<file path="src/logic/stw_pkg.sv">
/*
 * stw_pkg: constants and types of the single-wire thermostat slave port.
 * assumes a 125 MHz ref_clk; every cycle count is derived from that rate.
 */
`default_nettype none

package stw_pkg;

   ////////////////////////////////////////////////////////////////////////////
   // clock and line timing
   localparam int CLK_MHZ       = 125;
   localparam int CLK_HZ        = CLK_MHZ * 1_000_000;
   localparam int RST_LOW_US    = 480;   // least low time taken as a reset
   localparam int PD_WAIT_US    = 30;    // wait before presence, inside 15..60
   localparam int PD_LOW_US     = 120;   // presence low time, inside 60..240
   localparam int WR_SAMPLE_US  = 30;    // write sample point, inside 15..60
   localparam int RD_HOLD_US    = 14;    // longest read data hold
   localparam int PDN_S         = 10;    // supply and line low before power down
   localparam int RST_LOW_CYC   = (RST_LOW_US * CLK_MHZ + 0) / 1;
   localparam int PD_WAIT_CYC   = PD_WAIT_US * CLK_MHZ;
   localparam int PD_LOW_CYC    = PD_LOW_US * CLK_MHZ;
   localparam int WR_SAMPLE_CYC = WR_SAMPLE_US * CLK_MHZ;
   localparam int RD_HOLD_CYC   = RD_HOLD_US * CLK_MHZ;   // exact product, no rounding
   localparam int PDN_CYC       = PDN_S * CLK_HZ;
   localparam int TMR_W         = 16;
   localparam int PDN_W         = 31;
   localparam logic [4:0] TOGGLE_PULSES = 5'h10;

   ////////////////////////////////////////////////////////////////////////////
   // command bytes
   localparam logic [7:0] CMD_CONV_START = 8'hEE;
   localparam logic [7:0] CMD_CONV_STOP  = 8'h22;
   localparam logic [7:0] CMD_RD_TEMP    = 8'hAA;
   localparam logic [7:0] CMD_WR_HIGH    = 8'h01;
   localparam logic [7:0] CMD_WR_LOW     = 8'h02;
   localparam logic [7:0] CMD_RD_HIGH    = 8'hA1;
   localparam logic [7:0] CMD_RD_LOW     = 8'hA2;
   localparam logic [7:0] CMD_WR_STATUS  = 8'h0C;
   localparam logic [7:0] CMD_RD_STATUS  = 8'hAC;

   ////////////////////////////////////////////////////////////////////////////
   // status register fields and reset values
   localparam int ST_DONE    = 7;
   localparam int ST_ONE     = 6;
   localparam int ST_NVB     = 5;
   localparam int ST_THF     = 4;
   localparam int ST_TLF     = 3;
   localparam int ST_TR      = 2;
   localparam int ST_POL     = 1;
   localparam int ST_ONESHOT = 0;
   localparam logic [7:0] HIGH_RST   = 8'h00;
   localparam logic [7:0] LOW_RST    = 8'h00;
   localparam logic [7:0] STATUS_RST = 8'h40;

   ////////////////////////////////////////////////////////////////////////////
   // write targets carried through the fifo
   typedef logic [1:0] stw_tgt_t;
   localparam stw_tgt_t TGT_HIGH   = 2'h0;
   localparam stw_tgt_t TGT_LOW    = 2'h1;
   localparam stw_tgt_t TGT_STATUS = 2'h2;
   localparam int FIFO_W = 10;
   localparam int FIFO_D = 4;

   typedef enum logic [2:0] {
      S_IDLE, S_RSTLOW, S_PDWAIT, S_PDLOW, S_CMD, S_WDATA, S_RDATA, S_PUSH
   } stw_state_e;

endpackage : stw_pkg

`default_nettype wire

</file>
<file path="src/logic/stw_fifo.sv">
/*
 * stw_fifo: small valid/ready fifo held in flip-flops.
 * assumes DEPTH is a power of two and both sides run on ref_clk.
 */
`timescale 1ns/1ps
`default_nettype none

module stw_fifo #(
   parameter int WIDTH = 10,
   parameter int DEPTH = 4
) (
   input  wire logic             ref_clk,
   input  wire logic             rst,
   input  wire logic             in_valid,
   output logic                  in_ready,
   input  wire logic [WIDTH-1:0] in_data,
   output logic                  out_valid,
   input  wire logic             out_ready,
   output logic      [WIDTH-1:0] out_data
);

   localparam int AW = $clog2(DEPTH);

   typedef struct packed {
      logic [DEPTH-1:0][WIDTH-1:0] mem;
      logic [AW:0]                 wp;
      logic [AW:0]                 rp;
   } stw_fifo_s;

   stw_fifo_s q;
   stw_fifo_s d;
   logic      full;
   logic      empty;

   ////////////////////////////////////////////////////////////////////////////
   // flags and read port
   assign full      = (q.wp[AW] != q.rp[AW]) && (q.wp[AW-1:0] == q.rp[AW-1:0]);
   assign empty     = (q.wp == q.rp);
   assign in_ready  = ~full;
   assign out_valid = ~empty;
   assign out_data  = q.mem[q.rp[AW-1:0]];

   always_comb begin
      d = q;
      if (in_valid && !full) begin
         d.mem[q.wp[AW-1:0]] = in_data;
         d.wp = q.wp + 1'b1;
      end
      if (out_ready && !empty) begin
         d.rp = q.rp + 1'b1;
      end
   end

   always_ff @(posedge ref_clk or posedge rst) begin
      if (rst) begin
         q <= '0;
      end else begin
         q <= d;
      end
   end

endmodule : stw_fifo

`default_nettype wire

</file>
<file path="src/logic/stw_slave.sv">
/*
 * stw_slave: single-wire slave port of a programmable thermostat sensor.
 * assumes an external pull-up on the data line, a converter and comparator
 * outside that supply temp_value, conv_done, thf_set, tlf_set and
 * thermo_active, and a nonvolatile store that takes writes while nv_ready.
 */
`timescale 1ns/1ps
`default_nettype none

// Behaviour
// RULE1: after power-up, stored power-up mode bit 1 gives thermostat, 0 programming.
// RULE2: in thermostat mode line traffic is ignored; pin is only thermostat output.
// RULE3: master enters programming mode with supply low, 16 line pulses, supply back.
// RULE4: each supply-low 16-pulse sequence toggles mode; stored mode bit untouched.
// RULE5: supply and line low over 10 s powers down; restart uses stored mode bit.
// RULE6: EEh starts, 22h stops conversion, no data; AAh returns temperature byte.
// RULE7: 01h writes high trip limit, 02h low trip limit, one data byte each.
// RULE8: A1h returns high trip limit, A2h returns low trip limit.
// RULE9: 0Ch writes status register with a data byte; ACh returns it.
// RULE10: every transaction starts with master reset then device presence.
// RULE11: one master and this one slave; no multidrop addressing.
// RULE12: device only pulls the line low, never drives high; pull-up idles high.
// RULE13: high idle between bits is unlimited; low over 480 us resets.
// RULE14: master reset is at least 480 us low, then release and listen.
// RULE15: after reset rising edge wait 15-60 us, then presence low 60-240 us.
// RULE16: write slots start on master falling edge, last 60 us, 1 us recovery.
// RULE17: write slot sampled 15-60 us after fall; high is 1, low is 0.
// RULE18: master sends 1 by releasing within 15 us, 0 by holding low.
// RULE19: read slot: master low 1 us, device bit valid at most 14 us.
// RULE20: master read slots last at least 60 us with 1 us recovery.
// RULE21: master keeps initiation short and samples late in the 15 us window.
// RULE22: master starts every line signal except presence, which device originates.
// RULE23: write commands take exactly 8 data bits; read commands return 8 bits.
// RULE24: stop lets the running conversion finish, then idle until next start.
// RULE25: command and data bytes travel least significant bit first.
module stw_slave
   import stw_pkg::*;
#(
   parameter int RST_CYC    = RST_LOW_CYC,
   parameter int PDH_CYC    = PD_WAIT_CYC,
   parameter int PDL_CYC    = PD_LOW_CYC,
   parameter int SAMPLE_CYC = WR_SAMPLE_CYC,
   parameter int RDV_CYC    = RD_HOLD_CYC,
   parameter int PDN_LIMIT  = PDN_CYC
) (
   input  wire logic       ref_clk,
   input  wire logic       rst,
   input  wire logic       dq_in,
   output logic            dq_out,
   output logic            dq_oe_n,
   input  wire logic       vdd_in,
   input  wire logic [7:0] nv_high,
   input  wire logic [7:0] nv_low,
   input  wire logic [7:0] nv_status,
   input  wire logic [7:0] temp_value,
   input  wire logic       conv_done,
   input  wire logic       thf_set,
   input  wire logic       tlf_set,
   input  wire logic       thermo_active,
   input  wire logic       nv_ready,
   output logic            nv_wr,
   output logic      [1:0] nv_sel,
   output logic      [7:0] nv_data,
   output logic      [7:0] high_trip_limit,
   output logic      [7:0] low_trip_limit,
   output logic      [7:0] status_reg,
   output logic            conv_start,
   output logic            conv_stop,
   output logic            conv_run,
   output logic            thermo_mode
);

   typedef struct packed {
      logic             dq_m;
      logic             dq_s;
      logic             dq_p;
      logic             vdd_m;
      logic             vdd_s;
      logic             vdd_p;
      logic             loaded;
      logic             thermo;
      stw_state_e       state;
      logic             slot;
      logic [TMR_W-1:0] timer;
      logic [TMR_W-1:0] lowcnt;
      logic [2:0]       bitcnt;
      logic [7:0]       shift;
      stw_tgt_t         tgt;
      logic             drive;
      logic             oe_n;
      logic [4:0]       toggles;
      logic [PDN_W-1:0] pdn_cnt;
      logic             pdn;
      logic [7:0]       high;
      logic [7:0]       low;
      logic [7:0]       status;
      logic             run;
      logic             run_out;
      logic             start;
      logic             stop;
      logic             wr;
      stw_tgt_t         sel;
      logic [7:0]       wdata;
   } stw_slave_s;

   stw_slave_s          q;
   stw_slave_s          d;
   logic                fall;
   logic                rise;
   logic                f_in_ready;
   logic                f_out_valid;
   logic [FIFO_W-1:0]   f_out_data;
   logic [7:0]          rx_byte;

   ////////////////////////////////////////////////////////////////////////////
   // command decode helpers
   function automatic stw_tgt_t write_target(input logic [7:0] cmd);
      unique case (cmd)
         CMD_WR_HIGH: write_target = TGT_HIGH;
         CMD_WR_LOW:  write_target = TGT_LOW;
         default:     write_target = TGT_STATUS;
      endcase
   endfunction : write_target

   function automatic logic is_write(input logic [7:0] cmd);
      is_write = (cmd == CMD_WR_HIGH) || (cmd == CMD_WR_LOW) || (cmd == CMD_WR_STATUS);
   endfunction : is_write

   ////////////////////////////////////////////////////////////////////////////
   // write bytes queue toward the nonvolatile store
   stw_fifo #(
      .WIDTH(FIFO_W),
      .DEPTH(FIFO_D)
   ) u_fifo (
      .ref_clk  (ref_clk),
      .rst      (rst),
      .in_valid (q.state == S_PUSH),
      .in_ready (f_in_ready),
      .in_data  ({q.tgt, q.shift}),
      .out_valid(f_out_valid),
      .out_ready(nv_ready),
      .out_data (f_out_data)
   );

   assign fall    = q.dq_p & ~q.dq_s;
   assign rise    = ~q.dq_p & q.dq_s;
   assign rx_byte = {q.dq_s, q.shift[7:1]};  // lsb first, see RULE25

   ////////////////////////////////////////////////////////////////////////////
   // next state
   always_comb begin
      d       = q;
      d.dq_m  = dq_in;
      d.dq_s  = q.dq_m;
      d.dq_p  = q.dq_s;
      d.vdd_m = vdd_in;
      d.vdd_s = q.vdd_m;
      d.vdd_p = q.vdd_s;
      d.start = 1'b0;
      d.stop  = 1'b0;
      d.wr    = 1'b0;

      // drain queued writes into the limit and status registers
      if (f_out_valid && nv_ready) begin
         d.wr    = 1'b1;
         d.sel   = f_out_data[9:8];
         d.wdata = f_out_data[7:0];
         unique case (f_out_data[9:8])
            TGT_HIGH: d.high = f_out_data[7:0];  // see RULE7
            TGT_LOW:  d.low  = f_out_data[7:0];  // see RULE7
            default: begin  // see RULE9
               d.status[ST_TR]      = f_out_data[ST_TR];
               d.status[ST_POL]     = f_out_data[ST_POL];
               d.status[ST_ONESHOT] = f_out_data[ST_ONESHOT];
               d.status[ST_THF]     = q.status[ST_THF] & f_out_data[ST_THF];
               d.status[ST_TLF]     = q.status[ST_TLF] & f_out_data[ST_TLF];
            end
         endcase
      end
      // set beats a clear in the same cycle
      if (thf_set) d.status[ST_THF] = 1'b1;
      if (tlf_set) d.status[ST_TLF] = 1'b1;
      d.status[ST_DONE] = conv_done;
      d.status[ST_ONE]  = 1'b1;
      d.status[ST_NVB]  = f_out_valid | ~nv_ready;

      d.lowcnt = q.dq_s ? '0 : ((&q.lowcnt) ? q.lowcnt : q.lowcnt + 1'b1);

      if (!q.vdd_s) begin
         // supply low: count mode toggle pulses, watch for power down
         d.state = S_IDLE;
         d.slot  = 1'b0;
         d.drive = 1'b0;
         if (fall && !(&q.toggles)) d.toggles = q.toggles + 1'b1;  // see RULE3
         if (q.dq_s) begin
            d.pdn_cnt = '0;
         end else if (q.pdn_cnt == PDN_W'(PDN_LIMIT - 1)) begin
            d.pdn = 1'b1;  // see RULE5
         end else begin
            d.pdn_cnt = q.pdn_cnt + 1'b1;
         end
      end else if (!q.vdd_p) begin
         // supply restored
         if (q.pdn) begin
            d.thermo = q.status[ST_TR];  // see RULE5
         end else if (q.toggles == TOGGLE_PULSES) begin
            d.thermo = ~q.thermo;  // see RULE4
         end
         d.toggles = '0;
         d.pdn     = 1'b0;
         d.pdn_cnt = '0;
      end else if (q.thermo) begin
         d.state = S_IDLE;  // see RULE2
         d.slot  = 1'b0;
         d.drive = 1'b0;
      end else if (!q.dq_s && !q.drive && q.lowcnt >= TMR_W'(RST_CYC)) begin
         d.state = S_RSTLOW;  // see RULE13
         d.slot  = 1'b0;
         d.drive = 1'b0;
      end else begin
         unique case (q.state)
            S_IDLE: begin
            end
            S_RSTLOW: begin
               if (rise) begin  // see RULE15
                  d.state = S_PDWAIT;
                  d.timer = '0;
               end
            end
            S_PDWAIT: begin
               d.timer = q.timer + 1'b1;
               if (q.timer == TMR_W'(PDH_CYC - 1)) begin
                  d.state = S_PDLOW;  // see RULE15
                  d.timer = '0;
                  d.drive = 1'b1;  // see RULE22
               end
            end
            S_PDLOW: begin
               d.timer = q.timer + 1'b1;
               if (q.timer == TMR_W'(PDL_CYC - 1)) begin
                  d.drive  = 1'b0;
                  d.state  = S_CMD;  // see RULE10, RULE11
                  d.bitcnt = '0;
                  d.slot   = 1'b0;
               end
            end
            S_CMD, S_WDATA: begin
               if (!q.slot) begin
                  if (fall) begin  // see RULE16
                     d.slot  = 1'b1;
                     d.timer = '0;
                  end
               end else begin
                  d.timer = q.timer + 1'b1;
                  if (q.timer == TMR_W'(SAMPLE_CYC - 1)) begin
                     d.slot   = 1'b0;
                     d.shift  = rx_byte;  // see RULE17
                     d.bitcnt = q.bitcnt + 1'b1;
                     if (q.bitcnt == 3'h7) begin
                        d.bitcnt = '0;
                        if (q.state == S_WDATA) begin
                           d.state = S_PUSH;  // see RULE23
                        end else if (is_write(rx_byte)) begin
                           d.state = S_WDATA;  // see RULE7
                           d.tgt   = write_target(rx_byte);
                        end else begin
                           d.state = S_RDATA;
                           unique case (rx_byte)
                              CMD_RD_TEMP:   d.shift = temp_value;  // see RULE6
                              CMD_RD_HIGH:   d.shift = q.high;      // see RULE8
                              CMD_RD_LOW:    d.shift = q.low;       // see RULE8
                              CMD_RD_STATUS: d.shift = q.status;    // see RULE9
                              default: begin
                                 d.state = S_IDLE;
                                 if (rx_byte == CMD_CONV_START) begin
                                    d.start = 1'b1;  // see RULE6
                                    d.run   = 1'b1;
                                 end
                                 if (rx_byte == CMD_CONV_STOP) begin
                                    d.stop = 1'b1;  // see RULE24
                                    d.run  = 1'b0;
                                 end
                              end
                           endcase
                        end
                     end
                  end
               end
            end
            S_RDATA: begin
               if (!q.slot) begin
                  if (fall) begin
                     d.slot  = 1'b1;
                     d.timer = '0;
                     d.drive = ~q.shift[0];  // see RULE19
                  end
               end else begin
                  d.timer = q.timer + 1'b1;
                  if (q.timer == TMR_W'(RDV_CYC - 1)) begin
                     d.drive  = 1'b0;  // see RULE19
                     d.slot   = 1'b0;
                     d.shift  = {1'b0, q.shift[7:1]};  // see RULE25
                     d.bitcnt = q.bitcnt + 1'b1;
                     if (q.bitcnt == 3'h7) d.state = S_IDLE;  // see RULE23
                  end
               end
            end
            S_PUSH: begin
               if (f_in_ready) d.state = S_IDLE;
            end
         endcase
      end

      // first cycle after reset: fetch stored values, pick the mode
      if (!q.loaded) begin
         d.loaded = 1'b1;
         d.high   = nv_high;
         d.low    = nv_low;
         d.status = nv_status;
         d.thermo = nv_status[ST_TR];  // see RULE1
      end

      d.run_out = d.thermo | d.run;
      // open drain only; thermostat output released while supply is low
      d.oe_n = ~(d.drive | (d.thermo & q.vdd_s & (thermo_active ^ d.status[ST_POL])));  // see RULE12
   end

   always_ff @(posedge ref_clk or posedge rst) begin
      if (rst) begin
         q        <= '0;
         q.dq_m   <= 1'b1;
         q.dq_s   <= 1'b1;
         q.dq_p   <= 1'b1;
         q.oe_n   <= 1'b1;
         q.state  <= S_IDLE;
         q.high   <= HIGH_RST;
         q.low    <= LOW_RST;
         q.status <= STATUS_RST;
      end else begin
         q <= d;
      end
   end

   ////////////////////////////////////////////////////////////////////////////
   // outputs
   assign dq_out          = 1'b0;
   assign dq_oe_n         = q.oe_n;
   assign nv_wr           = q.wr;
   assign nv_sel          = q.sel;
   assign nv_data         = q.wdata;
   assign high_trip_limit = q.high;
   assign low_trip_limit  = q.low;
   assign status_reg      = q.status;
   assign conv_start      = q.start;
   assign conv_stop       = q.stop;
   assign conv_run        = q.run_out;
   assign thermo_mode     = q.thermo;

endmodule : stw_slave

`default_nettype wire

</file>
<file path="config.mk">
export PLATFORM = sky130hd
export DESIGN_NAME = stw_slave
export DESIGN_NICKNAME = d
export VERILOG_FILES = /design/src/logic/stw_pkg.sv /design/src/logic/stw_fifo.sv /design/src/logic/stw_slave.sv
export SDC_FILE = /design/constraint.sdc
export NUM_CORES = 1
export LEC_CHECK = 0
export ABC_AREA = 1
export BUFFER_PORTS_ARGS = -buffer_cell sky130_fd_sc_hd__buf_2
export CAP_MARGIN = 25
export CORE_MARGIN = 2
export CORE_UTILIZATION = 55
export CTS_CLUSTER_DIAMETER = 40
export DETAILED_ROUTE_END_ITERATION = 6
export PLACE_DENSITY = 0.82
export SKIP_LAST_GASP = 1
export SLEW_MARGIN = 20
export SYNTH_ARGS = -nofsm -noshare
export SYNTH_HDL_FRONTEND = slang
export SYNTH_SLANG_ARGS = --single-unit
export TNS_END_PERCENT = 20
</file>
<file path="constraint.sdc">
create_clock -name ref_clk -period 6.5 [get_ports ref_clk]
set_input_delay 1.625 -clock ref_clk [delete_from_list [all_inputs] [get_ports ref_clk]]
set_output_delay 1.625 -clock ref_clk [all_outputs]
set_load 0.02 [all_outputs]
</file>
==> Word level (Yosys, flattened, before mapping) <==
Cells that the tools add are included.
{ "totals": {"regBits": 181, "latchBits": 0, "ramBits": 0, "mem_bits_ro": 0, "inputBits": 41, "output_inout_bits": 41, "wordCells": 270, "n_memories": 0} }
{ "classes": {"n_addsub": 7, "n_mul": 0, "n_div": 0, "magnitude_cmp": 4, "n_eq_ne": 57, "n_shift": 0, "muxes": 104, "bitwise_logic": 19, "n_reduce_logical": 40} }
{ "ops": {"columns": ["operator", "count"], "rows": [
  ["two-way mux 16 bit", 7],
  ["one-hot mux 16 bit (5 select lines)", 1],
  ["two-way mux 37 bit", 2],
  ["two-way mux 31 bit", 2],
  ["two-way mux 17 bit", 3],
  ["!= test 5 bit (second input constant)", 10],
  ["bitwise mux 40 bit", 1],
  ["equality test 8 bit (second input constant)", 5],
  ["two-way mux 13 bit", 3],
  ["two-way mux 1 bit", 33],
  ["two-way mux 11 bit", 3],
  ["two-way mux 3 bit", 11],
  ["adder 16 x 1 -> 16 bit (second input constant)", 2],
  ["one-hot mux 8 bit (4 select lines)", 1],
  ["adder 31 x 1 -> 31 bit (second input constant)", 1],
  ["equality test 31 bit (second input constant)", 1],
  ["two-way mux 10 bit", 3],
  ["two-way mux 2 bit", 12],
  ["two-way mux 24 bit", 1],
  ["two-way mux 4 bit", 6],
  ["two-way mux 8 bit", 3],
  ["!= test 2 bit (second input constant)", 11],
  ["binary-select mux 10 bit (select 2 bit)", 1],
  ["demux 10 bit (select 2 bit)", 1],
  ["53 further kinds", 107]
]} }

==> Longest topological paths before layout <==
Gate-level depths: netlist of run 1.
{ "depth": {"word_depth": 15, "ltp_mapped": 15, "mapped_depth_nobuf": 14} }

==> By module <==
From an unflattened synthesis of run 1, not the netlist that was laid out.
{ "unflattened": {"hier_cells": 1530, "area_unflattened_um2": 11000.6} }
{ "modules_own_cells": {"columns": ["mod", "n_inst", "cells_each", "area_each_um2", "seq_area_each_um2"], "rows": [
  ["stw_slave", 1, 1244, 8659.6, 3384.5],
  ["stw_fifo", 1, 286, 2341.0, 1151.1]
]} }

==> Least setup slack after synthesis of run 1 <==
No wires, ideal clock.
{ "synth_timing": {"path_kind": "input -> register", "startpoint": "input port nv_ready", "endpoint": "register q (netlist bit low_trip_limit[3])", "setup_time_ns": 0.125, "t_arrival_ns": 2.455, "t_required_ns": 6.375, "path_slack_ns": 3.920, "stages": 6, "path_buffers": 0, "path_cell_list": "nand2_2 -> or2_2 -> nor2_4 -> nor2_1 -> nand2_1 -> nand3_1"} }
{ "synth_between": {"elab_chain_cells": 3} }
{ "synth_rtl": {"columns": ["item", "line", "source"], "rows": [
  ["start, declared", "stw_slave.sv:60", "input wire logic nv_ready,"],
  ["logical AND 1 bit", "stw_slave.sv:164", "if (f_out_valid && nv_ready) begin"],
  ["!= test 2 x 1 -> 1 bit (no line)", null, null],
  ["AND reduction 2 bit (no line)", null, null],
  ["end, declared", "stw_slave.sv:106", "stw_slave_s q;"]
]} }
Every way passes these cells.
A chain may end at the register's enable or synchronous reset.

==> Worst setup path in the final report of run 1 <==
{ "layout_timing": {"startpoint": "register q (netlist bit d[132])", "endpoint": "register q[41] (netlist bit)"} }
{ "layout_between": {"elab_chain_cells": 2, "word_cells_on_any_way": 4, "classes_between": "eq/ne (1); mux (2); reduce/logical (1)"} }
{ "layout_rtl": {"columns": ["item"], "rows": [
  ["!= test 3 bit (no line) / two-way mux 31 bit (equally long branches)"],
  ["AND reduction 2 bit (no line) / two-way mux 37 bit (equally long branches)"]
]} }
Several ways; a longest one is shown, not always the timed one.

==> impl_metrics.yaml, run 1 <==
placement:
  place_congestion: 0.913
  place_ws_ps: 3480
  hpwl_um: 19500
  io_buffers: 80
critical_path:
  cp_max_fo: 31
  rr_worst_depth: 10
  crit_type: "register to register"
  crit_slowest_cell: "dfstp_2"
  cp_num_buf_inv: 3
  arrival_ps: 3310
  r2r-end: "q[41]$_DFFE_PP0P_"
  critPathRequiredTime_ps: 6840
  slowest_delay_ps: 940
  crit_chain: "inv_2, nand2_1, inv_1, nand3_1, nor3_1, nand3_1, nand2_2, inv_2, nand3_1, o21ai_0"
  cp-end-kind: "register"
  cp_common_cell: "nand3_1"
  r2r_setup_slack_ps: 3540
  start_kind: "register"
  cp_top_family: "buffers and inverters"
  rr_startpoint: "d[132]$_DFF_PP1_"
logic_synthesis:
  synthTopCellsByCount: "nand2_1 (500), dfrtp_1 (176), inv_1 (151)"
  synth_compound_area_frac: 0.0999
  syn_nets: 1563
  avgSynthCellArea_um2: 7.13
  syn_area_mm2: 0.0107
  yosys.cell_count.top_type: "nand2_1"
  synth.area.mux_share: 0
  yosys.area.top_type: "dfrtp_1"
  synth-adder-area-share: 0.0175
  synth_top_family_by_area: "simple AND/OR/NAND/NOR gates"
  yosysSeqAreaShare: 0.422
  synth_xor_area_frac: 0.0237
  synth.distinct_cells: 51
  synth_edf_count: 0
  synthCells: 1507
  yosys-top-cells-area: "dfrtp_1 (41%), nand2_1 (17%), o21ai_0 (5.9%)"
  synth-simple-area-share: 0.336
  ys_seq_elements: 181
  yosys.area.top_type_share: 0.410
  ys_warn_count: 0
  async_flop_share: 1.00
  ys.flop_type: "dfrtp_1"
drt:
  num_vias: 10000
  wl_per_cell_um: 15.3
  drc: 0
  drt-initial-drc-count: 1000
  routed_wirelength_um: 27600
  drtPass1Iterations: 6
  vias_per_cell: 5.54
  ant_nets: 0
pwr:
  p_leak_nw: 5.59
  power_density_mw_per_mm2: 256
  ir_drop_mv: 0.189
sta:
  finalHoldViolCount: 0
  clock_skew_ps: 15.9
  slew_violations: 0
  setup_viol: 0
  fin_crit_ps: 2960
  fin_ws_ps: 3540
  maxSlewHeadroom: 0.337
  post-route-period-util: 0.456
  worst_slew_pin_slew_ps: 994
  rsz0062_at_grt: "no"
  fin_setup_tns_ps: 0
  fmax_ghz: 0.337
clock_network:
  post_cts_buffers: 0
  cts_resized: 0
  cts_sinks: 181
  cts_tree: "yes"
  numCtsBuffers: 17
  ctsLongestPathBuffers: 2
  hold_buffers: 0
  clock_latency_ps: 440
  ctsRootBufferMaster: "clkbuf_16"
  cts.clk_slew.worst_paths_ps: 70
  cts-htree-levels: 4
floorplan:
  ioPinCount: 82
  start_util: 0.555
  num_rows: 51
  fp.dieH_um: 144
  fp.dieW_um: 144
  fp.dieArea_mm2: 0.0207
  core_area_mm2: 0.0193
global_routing:
  grt_use_met1: 0.370
  grt_pass1_wl_um: 44900
  antenna_found_initial: 0
  grt_max_degree: 182
  gr-usage-met2: 0.451
  grt_pass1_vias: 9063
  grt.overflow.total: 0
  grt-busiest-layer: "met2"
  grt_usage: 0.272
  gr-usage-met3: 0.0460
hold_path:
  hold_class: "register to register"
  min_from: "d[133]$_DFF_PP1_"
  whs_path_depth: 0
  min_to: "d[132]$_DFF_PP1_"
final_layout:
  nFillCells: 1767
  syn_to_final_growth_pct: 7.98
  largest-register: "q"
  nets: 1584
  diodes: 0
  drive_gt1_frac: 0.0980
  largestRegisters: "q (91), u_fifo.q (46)"
  largest_reg_flops: 91
status:
  status: "completed"
flow_run:
  maxCapViolCount: 0
==> logic make-up after synthesis <==
| kind of cell | Yosys count |
|---|---|
| simple gates | 849 |
| flops | 181 |
| compound gates | 195 |
| xor+xnor | 29 |
| buf+inv | 236 |
| fa+ha+maj | 15 |
| other cells | 2 |
==> metrics by stage <==
stage / cells / util / total power, mW / hold WS (ps) / instance area (um2)
4_1_cts: 1806 / 0.600 / 2.98 / 357 / 11600
3_3_place_gp: 1774 / 0.570 / 1.93 / 335 / 11000
5_1_grt: 1806 / 0.600 / 3.10 / 366 / 11600
2_1_floorplan: 1507 / - / 1.83 / 331 / 10700
3_5_place_dp: 1774 / 0.570 / 1.95 / 347 / 11000
6_report: 1806 / 0.600 / 2.97 / 357 / 11600
==> worst max-delay path by stage <==
stage / start / end / slack (ps) / cells after the start
global placement: nv_ready / low_trip_limit[4]$_DFFE_PP0P_ / 3510 / 7
global route: d[132]$_DFF_PP1_ / q[41]$_DFFE_PP0P_ / 3280 / 10
detailed placement: nv_ready / low_trip_limit[7]$_DFFE_PP0P_ / 3480 / 7
finish: d[132]$_DFF_PP1_ / q[41]$_DFFE_PP0P_ / 3540 / 10
floorplan: rst / conv_run$_DFF_PP0_ / 2560 / 1
CTS: d[132]$_DFF_PP1_ / q[41]$_DFFE_PP0P_ / 3560 / 10
==> cell usage in the layout, fill, tap and decap left out, types with 7 or more instances in the layout <==
| cell | netlist | layout |
|---|---|---|
| xor2_1 | 27 | 27 |
| a21oi_1 | 28 | 28 |
| nand2_2 | 7 | 7 |
| buf_2 | 15 | 80 |
| ha_1 | 15 | 15 |
| nand3_1 | 106 | 106 |
| clkbuf_16 | 0 | 17 |
| nand4_1 | 31 | 31 |
| dfrtp_1 | 176 | 176 |
| inv_1 | 151 | 150 |
| o21ai_0 | 126 | 126 |
| nand2_1 | 500 | 500 |
| nor2_1 | 133 | 133 |
| o21ai_1 | 9 | 9 |
| nor3_1 | 41 | 41 |
==> where the power goes <==
part	total, mW	switching, mW	leakage [nW]	internal (mW)
sequential	1.33	0.115	2.39	1.22
combinational	0.602	0.425	2.91	0.177
clock	1.03	0.480	0.287	0.554
total	2.97	1.02	5.59	1.95
==> layer usage <==
metal,up-vias,routed length (um)
li1,4866,-
met1,4693,12200
met2,399,12900
met3,46,1850
met4,0,648
met5,-,0
==> final cells by class <==
cell class                 count  area, um2  area share
clock buffer                  20        447      0.0385
timing repair buffer          81        420      0.0363
multi-input combinational   1090       5130       0.443
tap                          265        332      0.0286
inverter                     157        593      0.0511
sequential                   181       4540       0.391
clock inverter                12        135      0.0117
No activity file was read; power rests on OpenSTA's default activity.
==> inputs of run 2 (changes only) <==
ABC_AREA = 0   (was 1)
PLACE_DENSITY = 0.79   (was 0.82)
clock period = 2.9 ns   (was 6.5 ns; I/O delays follow)
==> impl_metrics.yaml, run 2 <==
final_layout:
  largest_reg_flops: 91
  final_common_cell: "dfrtp_1"
  largest-register: "q"
  drive_gt1_frac: 0.212
  final_util: 0.628
  nets: 1091
  largestRegisters: "q (91), u_fifo.q (46)"
  mostFrequentLayoutCells: "dfrtp_1 (176), o21ai_0 (99), nand2_1 (93), buf_2 (80), nor2_1 (71)"
  nFillCells: 1364
  diodes: 0
  multiInputGateArea_mm2: 0.00467
  ff_latch_area_mm2: 0.00454
  fin_cells: 1273
  syn_to_final_growth_pct: 11.2
logic_synthesis:
  syn_area_mm2: 0.00976
  yosys.cell_count.top_type: "dfrtp_1"
  synthTopCellsByCount: "dfrtp_1 (176), o21ai_0 (99), nand2_1 (93)"
  ys_seq_elements: 181
  ys.flop_type: "dfrtp_1"
  yosys.area.top_type_share: 0.451
  yosys-top-cells-area: "dfrtp_1 (45%), o21ai_0 (5.1%), mux2_2 (4.4%)"
  syn_nets: 1046
  avgSynthCellArea_um2: 9.86
  synthCells: 990
  ys_warn_count: 0
  async_flop_share: 1.00
  yosysSeqAreaShare: 0.465
  synth_edf_count: 0
  synth.distinct_cells: 85
  yosys.area.top_type: "dfrtp_1"
placement:
  dp.cells: 1240
  io_buffers: 80
  place_congestion: 0.892
  place_ws_ps: 362
  hpwl_um: 16400
sta:
  fmax_ghz: 0.382
  post-route-period-util: 0.903
  rsz0062_at_grt: "no"
  setup_viol: 0
  clock_skew_ps: 13.2
  finalHoldViolCount: 0
  fin_ws_ps: 282
  fin_crit_ps: 2620
  slew_violations: 0
  worst_slew_pin_slew_ps: 891
  holdWs_ps: 317
  maxSlewHeadroom: 0.401
global_routing:
  antenna_found_initial: 0
  grt_pass1_wl_um: 39000
  grt_pass1_vias: 7662
  grt_max_degree: 51
  grt_usage: 0.265
  grt.overflow.total: 0
floorplan:
  ioPinCount: 82
  fp.dieH_um: 137
  fp.dieArea_mm2: 0.0188
  core_area_mm2: 0.0173
  fp.dieW_um: 137
  start_util: 0.564
  num_rows: 48
clock_network:
  cts_tree: "yes"
  cts-htree-levels: 4
  clock_latency_ps: 440
  cts_sinks: 181
  ctsLongestPathBuffers: 2
  cts.clk_slew.worst_paths_ps: 70
  cts_resized: 0
  post_cts_buffers: 0
  hold_buffers: 0
  numCtsBuffers: 17
  ctsRootBufferMaster: "clkbuf_16"
drt:
  vias_per_cell: 6.28
  wl_per_cell_um: 18.8
  drtPass1Iterations: 5
  num_vias: 7997
  routed_wirelength_um: 24000
  drt-initial-drc-count: 726
  drc: 0
  ant_nets: 0
critical_path:
  cp-end-kind: "register"
  arrival_ps: 2940
  cp_max_fo: 9
  critPathRequiredTime_ps: 3220
  crit_type: "register to register"
  start_kind: "register"
pwr:
  power_density_mw_per_mm2: 490
  ir_drop_mv: 0.419
  p_leak_nw: 4.83
status:
  status: "completed"
hold_path:
  hold_class: "primary input to asynchronous set/reset pin"
flow_run:
  maxCapViolCount: 0
-- run 2: worst paths after layout --
check | from | endpoint | slack [ps] | cells past startpoint
hold reg to reg | d[133]$_DFF_PP1_ | d[132]$_DFF_PP1_ | 360 | 0
setup / recovery | q[108]$_DFFE_PP0P_ | q[85]$_DFFE_PP0P_ | 280 | 8
max in group asynchronous | rst | dq_oe_n$_DFF_PP1_ | 1930 | 3
min in group ref_clk | d[133]$_DFF_PP1_ | d[132]$_DFF_PP1_ | 360 | 0
hold / removal | rst | q[41]$_DFFE_PP0P_ | 320 | 2
setup reg to reg | q[108]$_DFFE_PP0P_ | q[85]$_DFFE_PP0P_ | 280 | 8
-- run 2: worst max-delay path, cell delays in order (launching register included) --
cell and delay, ps:
dfrtp_1 410, inv_1 100, ha_1 130, nor3b_1 310, and4_1 460, a21oi_1 230
or4_4 500, and2_0 190, a31o_1 180
-- run 2: metrics by stage --
stage	setup TNS, ps	instance area (um2)	power [mW]
final	0	10900	5.32
after global routing	0	10900	5.49
after CTS	0	10900	5.35
after detailed placement	0	10200	2.99
after global placement	0	10200	2.98
after floorplan	-25250	9770	2.90
-- run 2: cells by family (layout without fill, tap and decap cells) --
kind of cell,count (synthesis),in the layout,share of synthesized area
AND/OR/NAND/NOR,328,328,0.177
AO/OA/AOI/OAI,262,262,0.171
flip-flops,181,181,0.465
buffers and inverters,110,168,0.0584
multiplexers,71,71,0.0905
XOR/XNOR,21,21,0.0188
adder cells (fa/ha/maj),15,15,0.0192
other,2,2,0.000769
-- run 2: cell type report --
class / instances / share of cell area
clock buffer: 17 / 0.0392
timing repair buffer: 108 / 0.0608
inverter: 28 / 0.0100
tap: 225 / 0.0259
multi-input combinational: 699 / 0.430
sequential: 181 / 0.418
clock inverter: 15 / 0.0165
-- run 2: routing by layer --
metal | vias up | track usage | part of all wire
li1 | 3690 | - | -
met1 | 3916 | 0.363 | 0.43
met2 | 345 | 0.424 | 0.47
met3 | 46 | 0.0533 | 0.072
met4 | 0 | 0.0928 | 0.021
met5 | - | 0 | 0
-- run 2: power breakdown --
| part | leakage (nW) | total (mW) | switching (mW) | internal (mW) |
|---|---|---|---|---|
| sequential | 2.39 | 2.63 | 0.0528 | 2.57 |
| combinational | 2.15 | 0.319 | 0.208 | 0.111 |
| clock | 0.295 | 2.38 | 1.13 | 1.24 |
| total | 4.83 | 5.32 | 1.39 | 3.93 |
==> inputs of run 3 (changes only) <==
CORE_UTILIZATION = 25   (was 55)
GPL_TIMING_DRIVEN = 0   (was not set)
PLACE_DENSITY = 0.45   (was 0.79)
clock period = 2.8 ns   (was 2.9 ns; I/O delays follow)
==> impl_metrics.yaml, run 3 (same netlist as run 2, synthesis figures left out) <==
final_layout:
  final_common_cell: "dfrtp_1"
  nets: 1152
  final_area_mm2: 0.0116
  mostFrequentLayoutCells: "dfrtp_1 (176), o21ai_0 (99), nand2_1 (93), buf_2 (91), nor2_1 (71)"
  drive_gt1_frac: 0.225
  largestRegisters: "q (91), u_fifo.q (46)"
  largest-register: "q"
  diodes: 0
  syn_to_final_growth_pct: 18.6
  largest_reg_flops: 91
  final_util: 0.300
placement:
  place_congestion: 0.806
  dpl-instance-area_mm2: 0.0109
  io_buffers: 80
  hpwl_um: 19800
sta:
  worst_slew_pin_slew_ps: 949
  finalHoldViolCount: 0
  post-route-period-util: 0.941
  setup_viol: 0
  fin_crit_ps: 2630
  slew_violations: 0
  rsz0062_at_grt: "yes"
  fmax_ghz: 0.380
  maxSlewHeadroom: 0.366
  clock_skew_ps: 14.3
pwr:
  netSwitchingPower_mw: 1.56
  power_density_mw_per_mm2: 491
  sequentialPowerShare: 0.477
  combPwrFrac: 0.070
  swShare: 0.275
  p_int_mw: 4.13
  ir_drop_mv: 0.350
  p_clk_frac: 0.453
  p_leak_nw: 5.03
global_routing:
  grt.overflow.total: 0
  grt_usage: 0.138
  grt_pass1_vias: 7803
  grt_max_degree: 32
  grt_pass1_wl_um: 44200
  antenna_found_initial: 0
critical_path:
  start_kind: "register"
  cp-end-kind: "register"
  arrival_ps: 2940
  crit_type: "register to register"
  cp_max_fo: 10
  critPathRequiredTime_ps: 3100
floorplan:
  core_area_mm2: 0.0386
  start_util: 0.253
  fp.dieH_um: 202
  num_rows: 72
  fp.dieArea_mm2: 0.0406
  fp.dieW_um: 202
  ioPinCount: 82
drt:
  drtPass1Iterations: 5
  num_vias: 7802
  wl_per_cell_um: 16.7
  ant_nets: 0
  drt-initial-drc-count: 537
  vias_per_cell: 4.80
  drc: 0
  routed_wirelength_um: 27200
clock_network:
  clock_latency_ps: 460
  numCtsBuffers: 17
  cts_sinks: 181
  post_cts_buffers: 0
  hold_buffers: 0
  cts_tree: "yes"
  cts-htree-levels: 4
  ctsRootBufferMaster: "clkbuf_16"
  ctsLongestPathBuffers: 2
  cts.clk_slew.worst_paths_ps: 80
hold_path:
  hold_class: "primary input to asynchronous set/reset pin"
flow_run:
  maxCapViolCount: 0
status:
  status: "completed"
## run 3: cell count changes in the layout (fill, tap and decap cells not counted), sizes merged
cell / change
clkbuf: +32
buf: +29
clkinv: +2
clkinvlp: -1
inv: -1
## run 3: metrics by stage
stage | setup TNS, ps | setup slack (ps) | instances | hold WS, ps | total power [mW]
2_1_floorplan | -38450 | -218 | 990 | 331 | 3.00
3_3_place_gp | -296220 | -1680 | 1588 | 332 | 3.15
3_5_place_dp | -543 | -72.7 | 1595 | 336 | 3.17
4_1_cts | 0 | 10.5 | 1627 | 163 | 5.79
5_1_grt | -434 | -75.7 | 1627 | 179 | 5.94
6_report | 0 | 166 | 1627 | 180 | 5.69
## run 3: critical path, cell delays in order (launching register included)
cell and delay, ps:
dfrtp_1 480, clkbuf_1 600, mux4_2 480, nor3_4 580, mux2i_1 260, a21oi_1 80
## run 3: path summary, 6_finish.rpt
kind	cells past startpoint	slack, ps	start	to
worst max-delay path	5	170	u_fifo.q[1]$_DFFE_PP0P_	high_trip_limit[5]$_DFFE_PP0P_
worst min-delay path	2	180	rst	nv_sel[0]$_DFFE_PP0P_
worst max register to register	5	170	u_fifo.q[1]$_DFFE_PP0P_	high_trip_limit[5]$_DFFE_PP0P_
worst min register to register	0	360	d[130]$_DFF_PP0_	d[129]$_DFF_PP0_
max in group asynchronous	5	1620	rst	d[133]$_DFF_PP1_
min in group ref_clk	1	350	vdd_in	d[130]$_DFF_PP0_
## run 3: power groups by stage
| stage | sequential [mW] | combinational (mW) | clock, mW |
|---|---|---|---|
| floorplan | 2.75 | 0.248 | 0 |
| global placement | 2.77 | 0.386 | 0 |
| detailed placement | 2.77 | 0.406 | 0 |
| CTS | 2.72 | 0.408 | 2.67 |
| global route | 2.72 | 0.446 | 2.77 |
| finish | 2.72 | 0.399 | 2.58 |
## run 3: cell type report
| type | instances | area [um2] |
|---|---|---|
| Multi-Input combinational cell | 699 | 4670 |
| Fill cell | 4132 | 27000 |
| Inverter | 28 | 109 |
| Clock buffer | 17 | 425 |
| Timing Repair Buffer | 87 | 526 |
| Clock inverter | 15 | 203 |
| Sequential cell | 181 | 4540 |
| Tap cell | 518 | 648 |
| Buffer | 82 | 465 |
## run 3: timing repair
item,in CTS,in global routing
endpoints found under the setup margin,27,25
cloned,0,0
resized for setup,1,1
pin swaps,0,0
## run 3: layer usage
metal	vias up	global-route usage	share of wire	wire, um
li1	3823	-	-	-
met1	3811	0.195	0.50	13700
met2	146	0.210	0.44	12100
met3	22	0.0296	0.042	1140
met4	0	0.0410	0.013	355
met5	-	0	0	0
